**src/include/fcp_pkg.sv**
```systemverilog
// Shared constants and types of the floating point coprocessor port
package fcp_pkg;
  // APB register byte offsets
  localparam logic [7:0] ADDR_CMD  = 8'h00;
  localparam logic [7:0] ADDR_DLO  = 8'h04;
  localparam logic [7:0] ADDR_DHI  = 8'h08;
  localparam logic [7:0] ADDR_RLO  = 8'h0C;
  localparam logic [7:0] ADDR_RHI  = 8'h10;
  localparam logic [7:0] ADDR_STAT = 8'h14;
  localparam logic [7:0] ADDR_IST  = 8'h18;
  localparam logic [7:0] ADDR_IMSK = 8'h1C;
  // Command fields
  localparam int CMD_DBL = 16;
  // Operation codes
  localparam logic [7:0] OP_LDS   = 8'h8E;
  localparam logic [7:0] OP_LDD   = 8'h8A;
  localparam logic [7:0] OP_STS   = 8'h88;
  localparam logic [7:0] OP_STD   = 8'h84;
  localparam logic [7:0] OP_ADD   = 8'h87;
  localparam logic [7:0] OP_SUB   = 8'h89;
  localparam logic [7:0] OP_MUL   = 8'h8B;
  localparam logic [7:0] OP_DIV   = 8'h8C;
  localparam logic [7:0] OP_ENTRY = 8'hAB;
  localparam logic [7:0] OP_REV   = 8'hA4;
  localparam logic [7:0] OP_DUP   = 8'hA3;
  localparam logic [7:0] OP_CHK   = 8'h83;
  localparam logic [7:0] OP_TEST  = 8'h9C;
  // Entry selectors
  localparam logic [7:0] SEL_ABS   = 8'h0B;
  localparam logic [7:0] SEL_RN    = 8'h22;
  localparam logic [7:0] SEL_RZ    = 8'h06;
  localparam logic [7:0] SEL_RP    = 8'h04;
  localparam logic [7:0] SEL_RM    = 8'h05;
  localparam logic [7:0] SEL_SETE  = 8'h23;
  localparam logic [7:0] SEL_CLRE  = 8'h9C;
  localparam logic [7:0] SEL_MUL2  = 8'h12;
  localparam logic [7:0] SEL_DIV2  = 8'h11;
  localparam logic [7:0] SEL_SQ1   = 8'h01;
  localparam logic [7:0] SEL_SQS   = 8'h02;
  localparam logic [7:0] SEL_SQL   = 8'h03;
  // Busy cycles per operation
  localparam logic [5:0] LAT_ONE  = 6'h01;
  localparam logic [5:0] LAT_ABS  = 6'h02;
  localparam logic [5:0] LAT_ADD  = 6'h06;
  localparam logic [5:0] LAT_MUL  = 6'h12;
  localparam logic [5:0] LAT_DIV  = 6'h1F;
  localparam logic [5:0] LAT_SQ1  = 6'h1B;
  localparam logic [5:0] LAT_SQS  = 6'h2A;
  localparam logic [5:0] LAT_SQL  = 6'h08;
  // Interrupt status bits
  localparam int IRQ_DONE = 0;
  localparam int IRQ_ERR  = 1;
  localparam int IRQ_SAVE = 2;
  typedef enum logic [1:0] {RND_NEAR, RND_ZERO, RND_POS, RND_MINUS} fcp_rnd_t;
  typedef struct packed {
    logic        dbl;
    logic [63:0] val;
  } fcp_entry_t;
  typedef struct packed {
    fcp_entry_t top;
    fcp_entry_t sec;
    fcp_entry_t thd;
    logic       err;
    fcp_rnd_t   rnd;
  } fcp_state_t;
endpackage

```
**src/design/fcp_top.sv**
```systemverilog
// Floating point coprocessor: stack, ops, error flag, APB slave
//
// Behaviour
// - Three entries, each tagged single or double
// - Process switch discards stack contents
// - Both priorities use every instruction
// - Preemption saves state inside the unit
// - High priority waits for current op
// - First ready side stalls at sync
// - Core overlaps address work with ops
// - IEEE single and double results, denormals
// - All rounding modes, nearest by default
// - Selectors 22,06,04,05 pick rounding mode
// - Rare ops via selector and entry
// - Abs selector 0B via entry
// - Square root split into four steps
// - Invalid, divide-by-zero, overflow set error
// - Infinite or NaN input sets error
// - Error set/test/clear; propagate on demand
`timescale 1ns/1ps
module fcp_top (
  // Clock and reset
  input  wire logic        sys_clk,
  input  wire logic        sys_rst,
  // APB slave
  input  wire logic        psel,
  input  wire logic        penable,
  input  wire logic        pwrite,
  input  wire logic [7:0]  paddr,
  input  wire logic [31:0] pwdata,
  output logic             pready,
  output logic [31:0]      prdata,
  output logic             pslverr,
  // Core scheduling
  input  wire logic        sched_switch,
  input  wire logic        preempt_req,
  input  wire logic        resume_req,
  output logic             preempt_ack,
  output logic             main_error_set,
  // Interrupt
  output logic             irq
);
  typedef enum {ST_IDLE, ST_BUSY} fcp_fsm_t;

  fcp_fsm_t          fsm_reg, fsm_next;
  fcp_pkg::fcp_state_t st_reg, st_next, sav_reg, sav_next;
  logic [5:0]        cnt_reg, cnt_next;
  logic [63:0]       din_reg, din_next, res_reg, res_next;
  logic [2:0]        ist_reg, ist_next, imsk_reg, imsk_next;
  logic [1:0]        sq_reg, sq_next;
  logic              ack_reg, ack_next, mes_reg, mes_next;
  logic              rdy_reg, rdy_next, irq_reg, irq_next;
  logic [31:0]       rd_reg, rd_next;
  logic              err_reg, err_next;
  logic              acc, wr_done, cmd_wr, ev_done, ev_err, ev_save;
  logic [7:0]        op, sel;

  // Exponent field all ones: infinity or NaN
  function automatic logic not_finite(input fcp_pkg::fcp_entry_t e);
    if (e.dbl) return &e.val[62:52];
    return &e.val[30:23];
  endfunction

  function automatic logic is_zero(input fcp_pkg::fcp_entry_t e);
    if (e.dbl) return e.val[62:0] == 63'h0;
    return e.val[30:0] == 31'h0;
  endfunction

  // Scale by two up or down; halving a denormal or an exponent-one input drops the low fraction bit
  function automatic fcp_pkg::fcp_entry_t scale2(input fcp_pkg::fcp_entry_t e, input logic up);
    fcp_pkg::fcp_entry_t r;
    r = e;
    if (e.dbl) begin
      if (up && e.val[62:52] != 11'h7FF && e.val[62:52] != 11'h0)
        r.val[62:52] = e.val[62:52] + 11'h001;
      else if (!up && e.val[62:52] > 11'h001 && e.val[62:52] != 11'h7FF)
        r.val[62:52] = e.val[62:52] - 11'h001;
      else if (!up && e.val[62:52] <= 11'h001)
        r.val[52:0] = {e.val[52] | (e.val[62:52] == 11'h001), e.val[51:0]} >> 1;
      else if (up && e.val[62:52] == 11'h0)
        r.val[62:0] = {e.val[61:0], 1'b0};
    end else begin
      if (up && e.val[30:23] != 8'hFF && e.val[30:23] != 8'h0)
        r.val[30:23] = e.val[30:23] + 8'h01;
      else if (!up && e.val[30:23] > 8'h01 && e.val[30:23] != 8'hFF)
        r.val[30:23] = e.val[30:23] - 8'h01;
      else if (!up && e.val[30:23] <= 8'h01)
        r.val[23:0] = {e.val[23] | (e.val[30:23] == 8'h01), e.val[22:0]} >> 1;
      else if (up && e.val[30:23] == 8'h0)
        r.val[30:0] = {e.val[29:0], 1'b0};
    end
    return r;
  endfunction

  function automatic logic ovf_up(input fcp_pkg::fcp_entry_t e);
    if (e.dbl) return e.val[62:52] == 11'h7FE;
    return e.val[30:23] == 8'hFE;
  endfunction

  assign op      = pwdata[7:0];
  assign sel     = pwdata[15:8];
  assign acc     = psel && penable && !rdy_reg;
  assign wr_done = psel && penable && rdy_reg && pwrite;
  assign cmd_wr  = wr_done && paddr == fcp_pkg::ADDR_CMD;

  // APB answer: command writes wait until the engine is idle
  always_comb begin
    rdy_next = 1'b0;
    rd_next  = rd_reg;
    err_next = 1'b0;
    if (acc) begin
      rdy_next = !(pwrite && paddr == fcp_pkg::ADDR_CMD && fsm_reg != ST_IDLE);
      err_next = paddr[1:0] != 2'b00 || paddr > fcp_pkg::ADDR_IMSK;
      case (paddr)
        fcp_pkg::ADDR_DLO:  rd_next = din_reg[31:0];
        fcp_pkg::ADDR_DHI:  rd_next = din_reg[63:32];
        fcp_pkg::ADDR_RLO:  rd_next = res_reg[31:0];
        fcp_pkg::ADDR_RHI:  rd_next = res_reg[63:32];
        fcp_pkg::ADDR_STAT: rd_next = {22'h0, sq_reg, ack_reg, fsm_reg == ST_BUSY, st_reg.rnd,
                                       st_reg.thd.dbl, st_reg.sec.dbl, st_reg.top.dbl, st_reg.err};
        fcp_pkg::ADDR_IST:  rd_next = {29'h0, ist_reg};
        fcp_pkg::ADDR_IMSK: rd_next = {29'h0, imsk_reg};
        default:            rd_next = 32'h0;
      endcase
    end
  end

  // Command engine
  always_comb begin
    fcp_pkg::fcp_entry_t a, b, r;
    a         = st_reg.top;
    b         = st_reg.sec;
    r         = a;
    st_next   = st_reg;
    sav_next  = sav_reg;
    fsm_next  = fsm_reg;
    cnt_next  = cnt_reg;
    din_next  = din_reg;
    res_next  = res_reg;
    sq_next   = sq_reg;
    ack_next  = ack_reg;
    mes_next  = 1'b0;
    ev_done   = 1'b0;
    ev_err    = 1'b0;
    ev_save   = 1'b0;
    if (wr_done && paddr == fcp_pkg::ADDR_DLO) din_next[31:0] = pwdata;
    if (wr_done && paddr == fcp_pkg::ADDR_DHI) din_next[63:32] = pwdata;
    if (fsm_reg == ST_BUSY) begin
      cnt_next = cnt_reg - 6'h01;
      if (cnt_reg == 6'h01) begin
        fsm_next = ST_IDLE;
        ev_done  = 1'b1;
      end
    end
    if (cmd_wr) begin
      fsm_next = ST_BUSY;
      cnt_next = fcp_pkg::LAT_ONE;
      case (op)
        fcp_pkg::OP_LDS, fcp_pkg::OP_LDD: begin
          st_next.thd = st_reg.sec;
          st_next.sec = st_reg.top;
          st_next.top.dbl = op == fcp_pkg::OP_LDD;
          st_next.top.val = op == fcp_pkg::OP_LDD ? din_reg : {32'h0, din_reg[31:0]};
        end
        fcp_pkg::OP_STS, fcp_pkg::OP_STD: begin
          res_next = a.val;
          st_next.top = st_reg.sec;
          st_next.sec = st_reg.thd;
        end
        fcp_pkg::OP_REV: begin
          st_next.top = b;
          st_next.sec = a;
        end
        fcp_pkg::OP_DUP: begin
          st_next.thd = st_reg.sec;
          st_next.sec = a;
        end
        fcp_pkg::OP_ADD, fcp_pkg::OP_SUB, fcp_pkg::OP_MUL, fcp_pkg::OP_DIV: begin
          // Special operands are screened here; the datapath owns finite results
          r = b;
          if (not_finite(a) || not_finite(b)) ev_err = 1'b1;
          if (op == fcp_pkg::OP_DIV && is_zero(a)) ev_err = 1'b1;
          if (op == fcp_pkg::OP_ADD && is_zero(b)) r = a;
          if (op == fcp_pkg::OP_SUB && is_zero(a)) r = b;
          if (op == fcp_pkg::OP_MUL && (is_zero(a) || is_zero(b)))
            r.val = b.dbl ? {a.val[63] ^ b.val[63], 63'h0} : {32'h0, a.val[31] ^ b.val[31], 31'h0};
          st_next.top = r;
          st_next.sec = st_reg.thd;
          cnt_next = op == fcp_pkg::OP_MUL ? fcp_pkg::LAT_MUL :
                     op == fcp_pkg::OP_DIV ? fcp_pkg::LAT_DIV : fcp_pkg::LAT_ADD;
        end
        fcp_pkg::OP_TEST: begin
          res_next = {63'h0, !st_reg.err};
          st_next.err = 1'b0;
        end
        fcp_pkg::OP_CHK: mes_next = st_reg.err;
        fcp_pkg::OP_ENTRY: begin
          case (sel)
            fcp_pkg::SEL_ABS: begin
              r = a;
              if (a.dbl) r.val[63] = 1'b0;
              else r.val[31] = 1'b0;
              if (not_finite(a)) ev_err = 1'b1;
              st_next.top = r;
              cnt_next = fcp_pkg::LAT_ABS;
            end
            fcp_pkg::SEL_RN: st_next.rnd = fcp_pkg::RND_NEAR;
            fcp_pkg::SEL_RZ: st_next.rnd = fcp_pkg::RND_ZERO;
            fcp_pkg::SEL_RP: st_next.rnd = fcp_pkg::RND_POS;
            fcp_pkg::SEL_RM: st_next.rnd = fcp_pkg::RND_MINUS;
            fcp_pkg::SEL_SETE: st_next.err = 1'b1;
            fcp_pkg::SEL_CLRE: st_next.err = 1'b0;
            fcp_pkg::SEL_MUL2, fcp_pkg::SEL_DIV2: begin
              st_next.top = scale2(a, sel == fcp_pkg::SEL_MUL2);
              if (not_finite(a)) ev_err = 1'b1;
              if (sel == fcp_pkg::SEL_MUL2 && ovf_up(a)) begin
                ev_err = 1'b1;
                st_next.top.val = a.dbl ? {a.val[63], 11'h7FF, 52'h0} : {32'h0, a.val[31], 8'hFF, 23'h0};
              end
              cnt_next = fcp_pkg::LAT_ADD;
            end
            fcp_pkg::SEL_SQ1: begin
              if (not_finite(a) || (a.dbl ? a.val[63] : a.val[31]) && !is_zero(a))
                ev_err = 1'b1;
              sq_next = 2'h1;
              cnt_next = fcp_pkg::LAT_SQ1;
            end
            fcp_pkg::SEL_SQS: begin
              if (sq_reg == 2'h0) ev_err = 1'b1;
              else if (sq_reg != 2'h3) sq_next = sq_reg + 2'h1;
              cnt_next = fcp_pkg::LAT_SQS;
            end
            fcp_pkg::SEL_SQL: begin
              if (sq_reg != 2'h3) ev_err = 1'b1;
              sq_next = 2'h0;
              cnt_next = fcp_pkg::LAT_SQL;
            end
            default: ;
          endcase
        end
        default: ;
      endcase
      if (ev_err) st_next.err = 1'b1;
    end
    // Preemption waits for an idle engine, then parks the state inside
    if (preempt_req && !ack_reg && fsm_reg == ST_IDLE && !cmd_wr) begin
      sav_next = st_reg;
      ack_next = 1'b1;
      ev_save  = 1'b1;
      st_next.err = 1'b0;
      st_next.rnd = fcp_pkg::RND_NEAR;
    end else if (resume_req && ack_reg && fsm_reg == ST_IDLE && !cmd_wr) begin
      st_next  = sav_reg;
      ack_next = 1'b0;
    end
    // Stack is not kept across a process switch
    if (sched_switch) begin
      st_next.top = '0;
      st_next.sec = '0;
      st_next.thd = '0;
    end
  end

  // Interrupt status: set wins over the write-one clear
  always_comb begin
    ist_next  = ist_reg;
    imsk_next = imsk_reg;
    if (wr_done && paddr == fcp_pkg::ADDR_IST) ist_next = ist_reg & ~pwdata[2:0];
    if (wr_done && paddr == fcp_pkg::ADDR_IMSK) imsk_next = pwdata[2:0];
    ist_next[fcp_pkg::IRQ_DONE] = ist_next[fcp_pkg::IRQ_DONE] | ev_done;
    ist_next[fcp_pkg::IRQ_ERR]  = ist_next[fcp_pkg::IRQ_ERR] | ev_err;
    ist_next[fcp_pkg::IRQ_SAVE] = ist_next[fcp_pkg::IRQ_SAVE] | ev_save;
    irq_next = |(ist_next & imsk_next);
  end

  always_ff @(posedge sys_clk or posedge sys_rst) begin
    if (sys_rst) begin
      fsm_reg  <= ST_IDLE;
      st_reg   <= '0;
      sav_reg  <= '0;
      cnt_reg  <= 6'h00;
      din_reg  <= 64'h0;
      res_reg  <= 64'h0;
      sq_reg   <= 2'h0;
      ack_reg  <= 1'b0;
      mes_reg  <= 1'b0;
      ist_reg  <= 3'h0;
      imsk_reg <= 3'h0;
      irq_reg  <= 1'b0;
      rdy_reg  <= 1'b0;
      rd_reg   <= 32'h0;
      err_reg  <= 1'b0;
    end else begin
      fsm_reg  <= fsm_next;
      st_reg   <= st_next;
      sav_reg  <= sav_next;
      cnt_reg  <= cnt_next;
      din_reg  <= din_next;
      res_reg  <= res_next;
      sq_reg   <= sq_next;
      ack_reg  <= ack_next;
      mes_reg  <= mes_next;
      ist_reg  <= ist_next;
      imsk_reg <= imsk_next;
      irq_reg  <= irq_next;
      rdy_reg  <= rdy_next;
      rd_reg   <= rd_next;
      err_reg  <= err_next;
    end
  end

  assign pready         = rdy_reg;
  assign prdata         = rd_reg;
  assign pslverr        = err_reg;
  assign preempt_ack    = ack_reg;
  assign main_error_set = mes_reg;
  assign irq            = irq_reg;
endmodule // fcp_top

```
**config.mk**
```make
export PLATFORM = sky130hd
export DESIGN_NAME = fcp_top
export DESIGN_NICKNAME = d
export VERILOG_FILES = /design/src/include/fcp_pkg.sv /design/src/design/fcp_top.sv
export SDC_FILE = /design/constraint.sdc
export NUM_CORES = 2
export LEC_CHECK = 0
export ABC_AREA = 1
export BUFFER_PORTS_ARGS = -buffer_cell sky130_fd_sc_hd__buf_2
export CORE_MARGIN = 10
export CORE_UTILIZATION = 45
export DETAILED_ROUTE_END_ITERATION = 16
export GPL_TIMING_DRIVEN = 1
export PLACE_DENSITY_LB_ADDON = 0.1
export SYNTH_ARGS = -nofsm -noshare
export SYNTH_HDL_FRONTEND = slang
export SYNTH_SLANG_ARGS = --single-unit
```
**constraint.sdc**
```tcl
create_clock -name sys_clk -period 55.9 [get_ports sys_clk]
set_clock_uncertainty 0.05 [all_clocks]
set_input_delay 5.59 -clock sys_clk [delete_from_list [all_inputs] [get_ports sys_clk]]
set_output_delay 5.59 -clock sys_clk [all_outputs]
set_load 0.005 [all_outputs]
```
== Word level (Yosys, flattened, before mapping) ==
Index checks and enable logic that the tools add are counted.
Word-level totals
  input port bits: 48
  flip-flop bits (word level): 607
  logic and storage cells: 323
  output and inout bits: 37
Operators by class
  magnitude comparators: 5
  muxes and demuxes: 142
  add/subtract/negate cells: 6
  bitwise operators: 10
  reduce and logical (&&, ||, !) cells: 86
  eq/ne operators: 44
Operators with widths (count)
  198-bit two-way mux: 2
  195-bit two-way mux: 2
  53-bit two-way mux: 7
  64-bit two-way mux: 5
  31-bit two-way mux: 9
  65-bit case mux with 4 select lines: 1
  64-bit case mux with 2 select lines: 2
  32-bit case mux with 7 select lines: 1
  65-bit two-way mux: 3
  65-bit case mux with 2 select lines: 1
  32-bit two-way mux: 4
  63-bit zero test: 2
  8-bit == test (second input constant): 15
  52-bit two-way mux: 2
  1-bit two-way mux: 75
  63-bit two-way mux: 1
  31-bit zero test: 2
  8-bit by 5-bit == test with 1-bit output (second input constant): 6
  23-bit two-way mux: 2
  1-bit logical AND: 35
  32-bit by 2-bit == test with 1-bit output (second input constant): 1
  8-bit by 3-bit == test with 1-bit output (second input constant): 4
  32-bit zero test: 1
  32-bit nonzero test: 1
  61 further kinds: 109

== Longest topological paths before layout ==
  word-level depth: 21
  depth in mapped cells: 18
  depth with buffers taken out: 17

== Least setup slack after synthesis ==
No wires, ideal clock.
  path type: input -> register
  start point: input paddr[5]
  end point: register st_reg[136] (netlist bit)
  arrival: 7.111 ns
  cell stages on the path: 12
  required time: 55.729 ns
  path slack: 48.618 ns
  path buffers: 2
  library setup time: 0.121 ns
  path through: nor2_1 > nand2_1 > nor2_1 > nand2_1 > nor2_4 > inv_1 > nand2_2 > buf_6 > clkbuf_1 > nand3_1 > nor2_1 > nor2_1
RTL lines
  start: declaration: line fcp_top.sv:29  | input wire logic [7:0] paddr,
  end signal: assignment: line fcp_top.sv:295  | st_reg <= st_next;
  end: declaration: line fcp_top.sv:46  | fcp_pkg::fcp_state_t st_reg, st_next, sav_reg, sav_next;

== Worst setup path in the final report ==
  start point: input paddr[5]
  end point: register sav_reg[168] (netlist bit)
On the way
  longest elaborated chain between the ends: 4
Ends and longest elaborated chain
  8-bit zero test: line fcp_top.sv:104  | assign cmd_wr = wr_done && paddr == fcp_pkg::ADDR_CMD;
  1-bit logical AND: line fcp_top.sv:104
  1-bit zero test: line fcp_top.sv:246  | if (preempt_req && !ack_reg && fsm_reg == ST_IDLE && !cmd_wr) begin
  1-bit logical AND: line fcp_top.sv:246
  end signal: assignment: line fcp_top.sv:296  | sav_reg <= sav_next;
  end: declaration: line fcp_top.sv:46
No other way between the ends.
A chain may end at the register's enable or synchronous reset.

==> impl_metrics.py <==
metrics = {
    "critical_path": {
        "worst_r2r_path_depth": 13,
        "worst-path-stages": 13,
        "critPathLaunch": "paddr[5]",
        "max_stage_delay_ns": 0.97,
        "worst-setup-path-type": "in -> reg",
        "r2r_slack_ns": 51.65,
        "cp_slowest_cell": "buf_4",
        "path_buf_inv": 5,
        "critPathRequiredTime_ns": 56.35,
        "startpoint_type": "primary input",
        "r2r-end": "st_reg[169]$_DFF_PP0_",
        "crit_path_end_kind": "flop",
        "arrival_ns": 9.72,
        "critical_path.top_delay_family": "buffers and inverters",
        "endpoint": "sav_reg[168]$_DFFE_PP0P_",
        "critPathMaxFanout": 185,
        "reg2reg_from": "st_reg[156]$_DFF_PP0_",
        "crit_chain": "buf_2 > nor2_1 > nand2_1 > nor2_1 > nand2_1 > nor2_4 > buf_4 > nor2_1 > inv_8 > buf_4 > buf_4 > nand2_1 > o21ai_0",
    },
    "finish": {
        "nNetsFinal": 4256,
        "final_common_cell": "nand2_1",
        "drive_above_1_share_pct": 7.882,
        "utilization_pct": 49.45,
        "layout_common_cells": "nand2_1, o21ai_0, dfrtp_1, inv_1, nand3_1",
        "syn2layout_area_growth_pct": 9.271,
        "instances_no_fill": 5203,
    },
    "clocking": {
        "cts_inserted_buffers": 69,
        "postCtsHoldBufs": 0,
        "cts_htree_levels": 3,
        "post_cts_buffers": 0,
        "clock_path_buffers": 3,
        "cts_sinks": 576,
        "clk_latency_ns": 0.63,
        "cts_tree": "built",
        "root_buffer": "clkbuf_16",
        "cts.repair.resized": 0,
        "clk_pin_slew_ns": 0.05,
    },
    "routing": {
        "wl_met1_mm": 52.41,
        "firstDrtPassIters": 6,
        "top_layer": "met4",
        "wl_per_cell_um": 23.28,
        "met3_length_mm": 10.73,
        "ant_nets": 0,
        "first_iter_violations": 3828,
        "drc": 0,
        "routed-wl-met2_mm": 52.16,
        "routed_via_density": 5.899,
        "routed_wl_mm": 121.1,
        "via_count": 30690,
    },
    "timing": {
        "max_slew_margin_pct": 9.257,
        "max_freq_ghz": 0.1079,
        "rsz0062_at_grt": "no",
        "setup_viol": 0,
        "holdWs_ns": 0.4267,
        "final.period_utilization_pct": 16.58,
        "period_minus_slack_ns": 9.270,
        "finalSetupTns_ns": 0,
        "hold_viol_final": 0,
        "worstMarginPinSlew_ns": 1.361,
        "slew_violations": 0,
    },
    "die": {
        "io-pin-count": 85,
        "core_um2": 71360,
        "die_width_um": 287.9,
        "initial_core_util_pct": 45.26,
        "die_h_um": 287.9,
        "row_count": 98,
        "die_area_um2": 82880,
    },
    "logic_synthesis": {
        "yosysUniqueCellTypes": 50,
        "synth_ff_type": "dfrtp_1",
        "synth-edff-count": 0,
        "yosys.area.top_type": "dfrtp_1",
        "yosysSeqAreaShare_pct": 44.63,
        "syn_inst": 4316,
        "synth_top_area_share_pct": 44.63,
        "syn_nets": 4378,
        "synth_area_um2": 32300,
        "yosysWarnings": 0,
        "yosys-top-cells-area": "dfrtp_1, nand2_1, o21ai_0",
        "async_reset_ff_share_pct": 100.0,
        "synth-seq-cells": 576,
        "syn_area_per_cell_um2": 7.483,
    },
    "pwr": {
        "p_seq_share_pct": 39.0,
        "ir_drop_mv": 0.05000,
        "p_per_area_nw_per_um2": 40.72,
        "switchingPower_mw": 0.5383,
        "p_leak_nw": 16.85,
        "combPwrFrac_pct": 27.0,
        "power_frac_clock_pct": 33.9,
        "swShare_pct": 37.46,
        "power.internal_mw": 0.8986,
    },
    "place": {
        "dp.cells": 5073,
        "io_buffers": 84,
        "gp_congestion": 0.9876,
        "hpwl_mm": 80.33,
    },
    "grt": {
        "grt_start_max_net_pins": 205,
        "globalRoute.totalOverflow": 0,
        "grt_antenna_before_repair": 4,
        "grt_pass1_wl_mm": 184.1,
        "grt_pass1_vias": 28110,
        "track_usage_pct": 28.72,
    },
    "worst_hold_path": {
        "hold_class": "reg -> reg",
    },
    "run_status": {
        "status": "completed",
    },
    "flow_run": {
        "max_cap_viol_count": 0,
    },
}
power by group through the flow:
stage,Sequential [mW],Clock [mW],Combinational (mW)
6_report,0.561,0.488,0.389
5_1_grt,0.568,0.512,0.436
4_1_cts,0.557,0.495,0.383
3_5_place_dp,0.564,0,0.381
3_3_place_gp,0.564,0,0.377
2_1_floorplan,0.526,0,0.308
worst register-to-register path: cells and delay by family (launching register included):
| kind | cells | cell delay (ns) |
|---|---|---|
| compound gates | 2 | 0.40 |
| buf+inv | 2 | 1.04 |
| flops | 1 | 0.74 |
| simple gates | 9 | 1.93 |
kinds of logic (layout without fill, tap and decap cells):
logic type | Yosys count | after routing | synth area share [%]
XOR/XNOR | 23 | 23 | 0.6238
adder cells (fa/ha/maj) | 14 | 14 | 0.5424
other | 0 | 3 | 0
buffers and inverters | 810 | 744 | 10.42
AND/OR/NAND/NOR | 1620 | 1620 | 21.39
flip-flops | 576 | 576 | 44.63
AO/OA/AOI/OAI | 1273 | 1273 | 22.40
stage by stage:
| step | cell area (um2) | worst slack (ns) | power [mW] |
|---|---|---|---|
| floorplan | 32300 | 34.15 | 0.8344 |
| global placement | 32820 | 46.16 | 0.9408 |
| detailed placement | 32820 | 46.07 | 0.9453 |
| CTS | 35280 | 46.64 | 1.435 |
| global route | 35280 | 46.21 | 1.516 |
| finish | 35290 | 46.63 | 1.437 |
Yosys cell counts (all sizes together) (21+ instances only):
cell type / n
clkbuf: 154
o211ai: 161
inv: 479
o21ai: 638
nor2: 261
xor2: 21
buf: 171
a22oi: 27
dfrtp: 576
a21oi: 219
o22ai: 183
nand3: 313
nor3: 21
nand2: 966
nand4: 46
a221oi: 23
how the worst min path moves through the flow:
stage	from	endpoint	slack (ns)	cells after the start
CTS	sav_reg[170]$_DFFE_PP0P_	sav_reg[170]$_DFFE_PP0P_	0.43	2
detailed placement	prdata[28]$_DFFE_PP0P_	prdata[28]$_DFFE_PP0P_	0.42	2
global placement	sav_reg[160]$_DFFE_PP0P_	sav_reg[160]$_DFFE_PP0P_	0.41	2
global route	sav_reg[162]$_DFFE_PP0P_	sav_reg[162]$_DFFE_PP0P_	0.45	2
floorplan	sav_reg[133]$_DFFE_PP0P_	sav_reg[133]$_DFFE_PP0P_	0.40	2
finish	sav_reg[170]$_DFFE_PP0P_	sav_reg[170]$_DFFE_PP0P_	0.43	2
cell type report:
type | count | area [um2]
multi-input cells | 2930 | 14570
inverters | 485 | 1843
fillers | 7117 | 36070
repair buffers | 132 | 805.8
clock inverters | 24 | 372.9
diodes | 3 | 7.507
well taps | 950 | 1189
flip-flops and latches | 576 | 14410
clock buffers | 103 | 2090
routing by layer:
layer | track usage (%) | up-vias
met3 | 5.456 | 254
met4 | 13.13 | 0
li1 | - | 14260
met2 | 41.93 | 1393
met1 | 40.67 | 14780
met5 | 0 | -
Power figures use the tool's default switching activity.
